[config.mk]
export PLATFORM = sky130hd
export DESIGN_NAME = ser_cfg_top
export DESIGN_NICKNAME = d
export VERILOG_FILES = /design/src/ser_cfg_pkg.sv /design/src/ser_cfg_top.sv
export SDC_FILE = /design/constraint.sdc
export NUM_CORES = 1
export LEC_CHECK = 0
export ABC_CLOCK_PERIOD_IN_PS = 1900
export BUFFER_PORTS_ARGS = -buffer_cell sky130_fd_sc_hd__buf_4
export CAP_MARGIN = 20
export CORE_MARGIN = 1.5
export CORE_UTILIZATION = 40
export CTS_CLUSTER_SIZE = 30
export DETAILED_ROUTE_END_ITERATION = 7
export HOLD_SLACK_MARGIN = 0.03
export MAX_ROUTING_LAYER = met4
export PLACE_DENSITY = 0.69
export SETUP_SLACK_MARGIN = 0.02
export SKIP_CTS_REPAIR_TIMING = 1
export SLEW_MARGIN = 20
export SYNTH_ARGS = -nofsm -noshare
export SYNTH_HDL_FRONTEND = slang
export SYNTH_SLANG_ARGS = --single-unit
[constraint.sdc]
create_clock -name SYS_CLK_I -period 1.9 [get_ports SYS_CLK_I]
set_input_delay 0.19 -clock SYS_CLK_I [delete_from_list [all_inputs] [get_ports SYS_CLK_I]]
set_output_delay 0.19 -clock SYS_CLK_I [all_outputs]
set_load 0.02 [all_outputs]
[src/ser_cfg_pkg.sv]
package ser_cfg_pkg;
  localparam logic [7:0] OFS_DEV_ADDR_FIRST  = 8'h00;
  localparam logic [7:0] OFS_DEV_ADDR_SECOND = 8'h01;
  localparam logic [7:0] OFS_LINK_STATUS     = 8'h02;
  localparam logic [7:0] OFS_LINK_CONTROL    = 8'h03;
  localparam int CTRL_ENC_BIT   = 0;
  localparam int CTRL_AUDIO_BIT = 1;
  localparam logic [7:0] CTRL_RESET = 8'h02;
  localparam int LANE3_BITS = 21;
  localparam int LANE4_BITS = 28;
  localparam int COLOUR_BITS = 18;
  localparam int EXTRA_COLOUR_LO = 21;
  localparam int EXTRA_COLOUR_HI = 26;
  localparam int SYS_CLK_KHZ = 250000;
  localparam int UART_MIN_BPS = 9600;
  localparam int UART_MAX_BPS = 1000000;
  localparam logic [15:0] UART_DIV_RESET = 16'd250;
  localparam logic [15:0] UART_DIV_MIN = 16'(SYS_CLK_KHZ * 1000 / UART_MAX_BPS);
  localparam logic [15:0] UART_DIV_MAX = 16'(SYS_CLK_KHZ * 1000 / UART_MIN_BPS);
  localparam int AUDIO_WORD_MIN = 4;
  localparam int AUDIO_WORD_MAX = 32;
  localparam logic [7:0] SER_ADDR_BASE_LL = 8'h80;
  localparam logic [1:0] LVL_LOW  = 2'b00;
  localparam logic [1:0] LVL_HIGH = 2'b01;
  localparam logic [1:0] LVL_OPEN = 2'b10;
  localparam logic [7:0] DES_ADDR_OFFSET = 8'h10;
endpackage

[src/ser_cfg_top.sv]
`timescale 1ns/1ps
module ser_cfg_top (
  input  wire logic        SYS_CLK_I,
  input  wire logic        RESETN_I,
  input  wire logic        CLK_EN_I,
  input  wire logic        POWER_DOWN_N_I,
  input  wire logic        RATE_RANGE_SELECT_I,
  input  wire logic [1:0]  ADDR_STRAP_LOW_I,
  input  wire logic [1:0]  ADDR_STRAP_HIGH_I,
  input  wire logic        LANE_COUNT_SELECT_I,
  input  wire logic        CONTROL_SIDE_SELECT_I,
  input  wire logic        CONTROL_LINK_MODE_SELECT_I,
  input  wire logic        AUTOSTART_N_I,
  input  wire logic        PIXEL_CLOCK_IN_I,
  input  wire logic [27:0] LANE_BITS_I,
  input  wire logic        AUDIO_DATA_OR_CTRL0_I,
  input  wire logic        AUDIO_SCK_I,
  input  wire logic        AUDIO_WS_I,
  input  wire logic        AUX_CTRL_ONE_I,
  input  wire logic        AUX_CTRL_TWO_I,
  input  wire logic        REG_WE_I,
  input  wire logic        REG_RE_I,
  input  wire logic [7:0]  REG_ADDR_I,
  input  wire logic [7:0]  REG_WDATA_I,
  output logic      [7:0]  REG_RDATA_O,
  output logic             REG_ACK_O,
  output logic             ACTIVE_O,
  output logic             RATE_LOW_RANGE_O,
  output logic             FOUR_LANE_O,
  output logic             REMOTE_CONTROLLER_O,
  output logic             BYPASS_MODE_O,
  output logic             LINK_START_O,
  output logic             AUTO_RANGE_O,
  output logic             AUDIO_ENABLED_O,
  output logic [31:0]      FRAME_O,
  output logic [31:0]      ENCRYPT_MASK_O,
  output logic             FRAME_VALID_O
);
  // Strap vector: rate, addr_low[1:0], addr_high[1:0], lane, side, mode, autostart_n.
  localparam int NS = 9;
  logic [NS-1:0] strap_raw;
  logic [NS-1:0] s1_r, s2_r, s3_r, strap_r;
  logic [2:0]    pd1_r;
  logic          pd2_r, pd3_r, pd_r;
  logic          run_r, capture_pend_r;
  logic [7:0]    addr_first_r, addr_second_r, ctrl_r;
  logic [2:0]    pclk_sync_r;
  logic          pclk_prev_r;
  logic          pclk_rise;
  logic [3:0]    aux1_sync_r, aux2_sync_r, sd_sync_r;
  logic [7:0]    dev_addr_nxt;
  logic [NS-1:0] strap_now;
  logic          enc_on, audio_on;
  logic [31:0]   frame_nxt, mask_nxt;

  assign strap_raw = {RATE_RANGE_SELECT_I, ADDR_STRAP_LOW_I, ADDR_STRAP_HIGH_I,
                      LANE_COUNT_SELECT_I, CONTROL_SIDE_SELECT_I,
                      CONTROL_LINK_MODE_SELECT_I, AUTOSTART_N_I};

  // Three stages; a level counts once stages two and three agree.
  always_ff @(posedge SYS_CLK_I or negedge RESETN_I) begin
    if (!RESETN_I) begin
      s1_r <= '0;
      s2_r <= '0;
      s3_r <= '0;
    end else if (CLK_EN_I) begin
      s1_r <= strap_raw;
      s2_r <= s1_r;
      s3_r <= s2_r;
    end
  end

  always_ff @(posedge SYS_CLK_I or negedge RESETN_I) begin
    if (!RESETN_I) begin
      pd1_r <= '0;
      pd2_r <= 1'b0;
      pd3_r <= 1'b0;
      pd_r  <= 1'b0;
    end else if (CLK_EN_I) begin
      pd1_r[0] <= POWER_DOWN_N_I;
      pd2_r    <= pd1_r[0];
      pd3_r    <= pd2_r;
      if (pd2_r == pd3_r) begin
        pd_r <= pd3_r;
      end
    end
  end

  // Per-bit agreement filter; a bit that still disagrees keeps its old value.
  always_comb begin
    for (int i = 0; i < NS; i++) begin
      strap_now[i] = (s2_r[i] == s3_r[i]) ? s3_r[i] : strap_r[i];
    end
  end

  // Capture waits one cycle after power-down release so the filter has settled.
  always_ff @(posedge SYS_CLK_I or negedge RESETN_I) begin
    if (!RESETN_I) begin
      run_r          <= 1'b0;
      capture_pend_r <= 1'b1;
      strap_r        <= '0;
    end else if (CLK_EN_I) begin
      if (!pd_r) begin
        run_r          <= 1'b0;
        capture_pend_r <= 1'b1;
      end else if (capture_pend_r) begin
        strap_r        <= strap_now;
        capture_pend_r <= 1'b0;
        run_r          <= 1'b1;
      end
    end
  end

  function automatic logic [7:0] decode_addr(input logic [1:0] hi, input logic [1:0] lo);
    logic [7:0] a;
    a = 8'h00;
    case (hi)
      ser_cfg_pkg::LVL_LOW:  a[7:6] = 2'b10;
      ser_cfg_pkg::LVL_HIGH: a[7:6] = 2'b11;
      default:               a[7:6] = 2'b01;
    endcase
    case (lo)
      ser_cfg_pkg::LVL_LOW:  a[3:2] = 2'b00;
      ser_cfg_pkg::LVL_HIGH: a[3:2] = 2'b01;
      default:               a[3:2] = 2'b10;
    endcase
    return a;
  endfunction

  assign dev_addr_nxt = decode_addr(strap_now[5:4], strap_now[7:6]);

  // Registers; a fresh strap capture reloads the addresses.
  always_ff @(posedge SYS_CLK_I or negedge RESETN_I) begin
    if (!RESETN_I) begin
      addr_first_r  <= ser_cfg_pkg::SER_ADDR_BASE_LL;
      addr_second_r <= ser_cfg_pkg::SER_ADDR_BASE_LL | ser_cfg_pkg::DES_ADDR_OFFSET;
      ctrl_r        <= ser_cfg_pkg::CTRL_RESET;
    end else if (CLK_EN_I) begin
      if (pd_r && capture_pend_r) begin
        addr_first_r  <= dev_addr_nxt;
        addr_second_r <= dev_addr_nxt | ser_cfg_pkg::DES_ADDR_OFFSET;
      end else if (REG_WE_I) begin
        case (REG_ADDR_I)
          ser_cfg_pkg::OFS_DEV_ADDR_FIRST:  addr_first_r  <= REG_WDATA_I;
          ser_cfg_pkg::OFS_DEV_ADDR_SECOND: addr_second_r <= REG_WDATA_I;
          ser_cfg_pkg::OFS_LINK_CONTROL:    ctrl_r        <= REG_WDATA_I;
          default: ;
        endcase
      end
    end
  end

  always_ff @(posedge SYS_CLK_I or negedge RESETN_I) begin
    if (!RESETN_I) begin
      REG_RDATA_O <= 8'h00;
      REG_ACK_O   <= 1'b0;
    end else if (CLK_EN_I) begin
      REG_ACK_O <= REG_WE_I | REG_RE_I;
      if (REG_RE_I) begin
        case (REG_ADDR_I)
          ser_cfg_pkg::OFS_DEV_ADDR_FIRST:  REG_RDATA_O <= addr_first_r;
          ser_cfg_pkg::OFS_DEV_ADDR_SECOND: REG_RDATA_O <= addr_second_r;
          ser_cfg_pkg::OFS_LINK_STATUS:     REG_RDATA_O <= {run_r, strap_r[8], strap_r[3+:0+1],
                                                            strap_r[3], strap_r[2],
                                                            strap_r[1], strap_r[0], pd_r};
          ser_cfg_pkg::OFS_LINK_CONTROL:    REG_RDATA_O <= ctrl_r;
          default:                          REG_RDATA_O <= 8'h00;
        endcase
      end
    end
  end

  assign ACTIVE_O            = run_r;
  assign RATE_LOW_RANGE_O    = strap_r[8];
  assign FOUR_LANE_O         = strap_r[3];
  assign REMOTE_CONTROLLER_O = strap_r[2];
  assign BYPASS_MODE_O       = strap_r[1];
  assign LINK_START_O        = run_r & ~strap_r[0];
  assign AUTO_RANGE_O        = run_r & ~strap_r[0];
  assign enc_on              = ctrl_r[ser_cfg_pkg::CTRL_ENC_BIT];
  assign audio_on            = ctrl_r[ser_cfg_pkg::CTRL_AUDIO_BIT];
  assign AUDIO_ENABLED_O     = audio_on;

  // Pixel clock edge detection by oversampling with the system clock.
  always_ff @(posedge SYS_CLK_I or negedge RESETN_I) begin
    if (!RESETN_I) begin
      pclk_sync_r <= '0;
      pclk_prev_r <= 1'b0;
    end else if (CLK_EN_I) begin
      pclk_sync_r <= {pclk_sync_r[1:0], PIXEL_CLOCK_IN_I};
      if (pclk_sync_r[1] == pclk_sync_r[2]) begin
        pclk_prev_r <= pclk_sync_r[2];
      end
    end
  end
  assign pclk_rise = (pclk_sync_r[1] == pclk_sync_r[2]) & pclk_sync_r[2] & ~pclk_prev_r;

  always_ff @(posedge SYS_CLK_I or negedge RESETN_I) begin
    if (!RESETN_I) begin
      aux1_sync_r <= '0;
      aux2_sync_r <= '0;
      sd_sync_r   <= '0;
    end else if (CLK_EN_I) begin
      aux1_sync_r <= {aux1_sync_r[2:0], AUX_CTRL_ONE_I};
      aux2_sync_r <= {aux2_sync_r[2:0], AUX_CTRL_TWO_I};
      sd_sync_r   <= {sd_sync_r[2:0], AUDIO_DATA_OR_CTRL0_I};
    end
  end

  // Lane bits are sampled straight on the pixel clock rising edge; the source holds
  // them stable around that edge, and the edge is seen a few cycles late.
  always_comb begin
    frame_nxt = 32'h0;
    mask_nxt  = 32'h0;
    if (strap_r[3]) begin
      frame_nxt[ser_cfg_pkg::LANE4_BITS-1:0] = LANE_BITS_I;
      frame_nxt[27] = aux1_sync_r[2];
      frame_nxt[28] = aux2_sync_r[2];
    end else begin
      frame_nxt[ser_cfg_pkg::LANE3_BITS-1:0] = LANE_BITS_I[ser_cfg_pkg::LANE3_BITS-1:0];
    end
    frame_nxt[29] = sd_sync_r[2];
    frame_nxt[30] = AUDIO_SCK_I & audio_on;
    frame_nxt[31] = AUDIO_WS_I & audio_on;
    if (enc_on) begin
      mask_nxt[ser_cfg_pkg::COLOUR_BITS-1:0] = '1;
      if (strap_r[3]) begin
        mask_nxt[ser_cfg_pkg::EXTRA_COLOUR_HI:ser_cfg_pkg::EXTRA_COLOUR_LO] = '1;
      end
      mask_nxt[29] = audio_on;
      mask_nxt[31:30] = {2{audio_on}};
    end
    mask_nxt[28:27] = 2'b00;
  end

  always_ff @(posedge SYS_CLK_I or negedge RESETN_I) begin
    if (!RESETN_I) begin
      FRAME_O        <= 32'h0;
      ENCRYPT_MASK_O <= 32'h0;
      FRAME_VALID_O  <= 1'b0;
    end else if (CLK_EN_I) begin
      FRAME_VALID_O <= run_r & pclk_rise;
      if (run_r & pclk_rise) begin
        FRAME_O        <= frame_nxt;
        ENCRYPT_MASK_O <= mask_nxt;
      end
    end
  end

  // The control UART divider limits sit in the package for the link block.
endmodule

# Yosys cells after proc, flatten, opt, wreduce, memory -nomap -nowiden

Index checks and enable logic that the tools add are counted.

Register bits after elaboration: 148
Output and inout port bits: 82
Word-level logic and storage cells: 97

Eq/ne operators: 17
Mux-type cells: 21
Bitwise logic cells: 10
Reductions and logical operators: 21

Operator list:

| cell                 | count |
|---|---|
| $mux W8              | 7 |
| $pmux W8 S4          | 1 |
| $reduce_and A4 Y1    | 6 |
| $mux W18             | 1 |
| $eq A8 B2 Y1 const B | 2 |
| $mux W6              | 2 |
| $eq A1 B1 Y1         | 11 |
| $reduce_and A2 Y1    | 5 |
| $reduce_and A3 Y1    | 3 |
| $eq A8 B1 Y1 const B | 1 |
| $logic_not A8 Y1     | 1 |
| $pmux W2 S2          | 2 |
| $mux W1              | 7 |
| $and A1 B1 Y1        | 6 |
| $reduce_bool A2 Y1   | 3 |
| $eq A2 B1 Y1 const B | 2 |
| $logic_not A2 Y1     | 2 |
| $mux W3              | 1 |
| $not A1 Y1           | 3 |
| $ne A2 B1 Y1 const B | 1 |
| $logic_and A1 B1 Y1  | 1 |
| $or A1 B1 Y1         | 1 |

# Depth between registers and ports, before layout

Depth after elaboration: 5
Depth in mapped cells: 6
Depth with buffers taken out: 4

# Worst setup path before layout

No wires, ideal clock.

Kind: register to register
Start: register pd_r
End: register addr_second_r[6]
Library setup time: 125 ps
Data arrival time: 1540 ps
Setup slack: 235 ps
Cell stages (with the launch flop): 6
Period minus slack after synthesis: 1665 ps
Cells stage by stage: dfrtp_1 and3_1 buf_2 a41oi_1 buf_2 mux2_2

Cells in the longest elaborated chain, start to end: 3
Elaborated cells on any way between the ends: 5

Ends and longest elaborated chain:

| what                                | line               | source |
|---|---|---|
| from (decl)                         | ser_cfg_top.sv:44  | `logic pd2_r, pd3_r, pd_r;` |
| from (signal assigned)              | ser_cfg_top.sv:84  | `pd_r <= pd3_r;` |
| $logic_and A1 B1 Y1 (*)             | ser_cfg_top.sv:139 | `if (pd_r && capture_pend_r) begin` |
| $reduce_bool A2 Y1 (no source line) | n/a                |  |
| $reduce_and A3 Y1 (no source line)  | n/a                |  |
| to (signal assigned)                | ser_cfg_top.sv:136 | `addr_second_r <= ser_cfg_pkg::SER_ADDR_BASE_LL \| ser_cfg_pkg::DES_ADDR_OFFSET;` |
| to (signal assigned)                | ser_cfg_top.sv:141 | `addr_second_r <= dev_addr_nxt \| ser_cfg_pkg::DES_ADDR_OFFSET;` |
| to (decl)                           | ser_cfg_top.sv:46  | `logic [7:0] addr_first_r, addr_second_r, ctrl_r;` |

Mark *: on every way between the ends. The rest lies on a longest branch, timed or not.
A chain may end at the register's enable or synchronous reset.

# Worst setup path in the final report

Start: register pd_r
End: register addr_first_r[2]

Cells in the longest elaborated chain, start to end: 3
Elaborated cells on any way between the ends: 5

Ends and longest elaborated chain:

| what                                | line               | source |
|---|---|---|
| $logic_and A1 B1 Y1 (*)             | ser_cfg_top.sv:139 |  |
| $reduce_bool A2 Y1 (no source line) | n/a                |  |
| $reduce_and A3 Y1 (no source line)  | n/a                |  |
| to (signal assigned)                | ser_cfg_top.sv:135 | `addr_first_r <= ser_cfg_pkg::SER_ADDR_BASE_LL;` |
| to (signal assigned)                | ser_cfg_top.sv:140 | `addr_first_r <= dev_addr_nxt;` |
| to (decl)                           | ser_cfg_top.sv:46  |  |

Marked as above.

==> impl_metrics.toml <==
[timing]
hold_viol = 0
finalCriticalPeriod_ns = 1.63
setup_tns_ns = 0
fmax_ghz = 0.614
fin_skew_ns = 0.00795
setup_viol = 0
post-route-period-util_pct = 85.8
drv_slew = 0
max_slew_margin_pct = 64.7
tightest_slew_ns = 0.522
rsz0062_at_grt = "no"

[clocking]
clk_latency_ns = 0.41
h-tree-depth = 4
cts_tree = "built"
clkTransAtPathRegs_ns = 0.05
clockBufferDepth = 2
cts.sinks = 124
root_buffer = "clkbuf_16"
cts_made_buffers = 17

[global_routing]
grtUsageTotal_pct = 17.5
grt_pass1_wl_um = 18500
gr-total-overflow = 0
grt_pass1_vias = 3604
antenna_found_initial = 0
grt_max_degree = 49

[place]
portBuffers = 140
place_inst = 694
post-dp-hpwl_um = 7980
place.gp.congestion = 0.790
place_area_mm2 = 0.00638

[power_and_ir_drop]
power_mw = 9.30
p_per_area_mw_per_mm2 = 1270
irDropWorstVdd_mv = 0.689
power_frac_comb_pct = 25.5
p_seq_share_pct = 40.3
switching_share_pct = 28.6
p_int_mw = 6.64
p_clk_share_pct = 34.2
p_switching_mw = 2.66
leakagePower_nw = 3.49

[setup_path]
critical-path-slowest-cell = "dfrtp_1"
worstPathArrival_ns = 1.92
crit_family = "flip-flops"
cpPeakStageDelay_ns = 0.47
ff2ff_setup_slack_ns = 0.27
endpoint = "addr_first_r[2]"
worstPathCellList = "and3_1 -> a41oi_1 -> mux2_2"
endpoint_kind = "flop"
critPathMaxFanout = 8
critPathKind = "reg2reg"
path_depth = 3
required_ns = 2.19
worstSetupStartpoint = "pd_r"
start_kind = "flop"
r2r_cells = 3
cp_num_buf_inv = 0
r2r_end = "addr_first_r[2]"
reg2reg_from = "pd_r"

[cells_and_area]
final_common_cell = "buf_4"
fin_util_pct = 57.3
antenna_cells = 0
areaGrowthSynthToFinish_pct = 38.3
design_area_mm2 = 0.00732
layout_common_cells = "buf_4, dfrtp_1, mux2_2"
nNetsFinal = 643
drive_gt1_share_pct = 45.9
final_cells = 760

[floorplanning]
fp.coreArea_mm2 = 0.0128
ios = 147
chipHeight_um = 118
start_util_pct = 41.4
die_w_um = 118
rows = 41
die_area_mm2 = 0.0139

[routing]
drt-vias-per-instance = 4.82
wire_per_inst_um = 15.3
first_pass_iters = 4
drt_iter0_markers = 151
via_count = 3660
drc = 0
drtAntennaViolNets = 0
drt_wl_total_um = 11600

[synthesis]
ys_warn_count = 0
synth_seq_cells = 124
ys_types = 32
syn_area_mm2 = 0.00529
synthCells = 417
syn_avg_cell_area_um2 = 12.7
ys_seq_area_share_pct = 58.7

[hold_path]
hold_path_class = "in2reg"

[outcome]
status = "finished, final reports clean"

[flow_run]
maxCapViolations = 0
## flip-flops by register name, summed over array words and instances, names as in the netlist, 8 cells and up
name	flops
addr_first_r	8
FRAME_O	32
strap_r	9
s1_r	9
REG_RDATA_O	8
s3_r	9
addr_second_r	8
ctrl_r	8
s2_r	9
## per-layer routing
| layer | vias up | track usage (%) | part of all wire [%] |
|---|---|---|---|
| met5 | - | - | 0 |
| met3 | 19 | 3.83 | 2.7 |
| li1 | 1737 | - | - |
| met2 | 65 | 28.8 | 53 |
| met1 | 1839 | 20.9 | 43 |
| met4 | 0 | 7.09 | 1.5 |
## power by group through the flow
stage / combinational (mW) / sequential, mW / clock (mW)
after floorplan: 0.983 / 4.10 / 0
after global placement: 2.28 / 3.73 / 0
after detailed placement: 2.33 / 3.79 / 0
after CTS: 2.34 / 3.75 / 3.23
after global routing: 2.56 / 3.83 / 3.36
final: 2.37 / 3.75 / 3.18
## synth_stat cells, drive strengths merged
master    n  area [µm²]
dfrtp   119        2980
mux2     75         845
nand2    55         206
o21ai    44         220
buf      40         278
a21oi    15        75.1
clkbuf   10        37.5
inv      10        37.5
a22o      8        70.1
mux4      8         180
dfstp     5         131
nor2      4        15.0
and3      3        18.8
maj3      3        30.0
nor2b     3        18.8
a41oi     2        17.5
nand4     2        18.8
nor3b     2        20.0
a211oi    1        7.51
a21o      1        7.51
conb      1        3.75
ha        1        12.5
nand2b    1        6.26
nand3     1        5.00
nand4b    1        8.76
nor4      1        21.3
nor4b     1        23.8
## worst reg2reg max path, cell delays in order (launching register included)
cell and delay (ns):
dfrtp_1 0.47, and3_1 0.22, a41oi_1 0.43, mux2_2 0.40
## through the flow
step	worst slack, ns	hold slack, ns
5_1_grt	0.175	0.0301
3_3_place_gp	0.173	0.163
6_report	0.270	0.0315
4_1_cts	0.271	-0.265
2_1_floorplan	0.235	-0.106
3_5_place_dp	0.0943	0.168
## logic make-up after synthesis
logic type / count (synthesis) / share of synthesized area (%)
buffers and inverters: 60 / 6.67
DFF: 124 / 58.7
AOI/OAI and AO/OA: 71 / 7.52
other: 1 / 0.0708
and+or+nand+nor: 74 / 6.85
adders and majority gates: 4 / 0.804
muxes: 83 / 19.4
## how the worst min path moves through the flow
| stage | startpoint | to | cells past startpoint | slack (ns) |
|---|---|---|---|---|
| after floorplan | RESETN_I | ACTIVE_O | 0 | -0.11 |
| after global placement | RESETN_I | FRAME_O[0] | 1 | 0.16 |
| after detailed placement | RESETN_I | FRAME_O[0] | 1 | 0.17 |
| after CTS | RESETN_I | FRAME_O[3] | 1 | -0.27 |
| after global routing | REG_WDATA_I[3] | ctrl_r[3] | 2 | 0.03 |
| final | REG_WDATA_I[3] | ctrl_r[3] | 2 | 0.03 |
## cell type report
| cell class | instances | area [µm²] |
|---|---|---|
| fillers | 1055 | 5450 |
| clock buffers | 22 | 464 |
| clock inverters | 8 | 118 |
| well taps | 172 | 215 |
| inverters | 10 | 37.5 |
| repair buffers | 187 | 1530 |
| multi-input cells | 237 | 1850 |
| flip-flops and latches | 124 | 3110 |
Note: power is estimated with default switching activity, not from simulation.
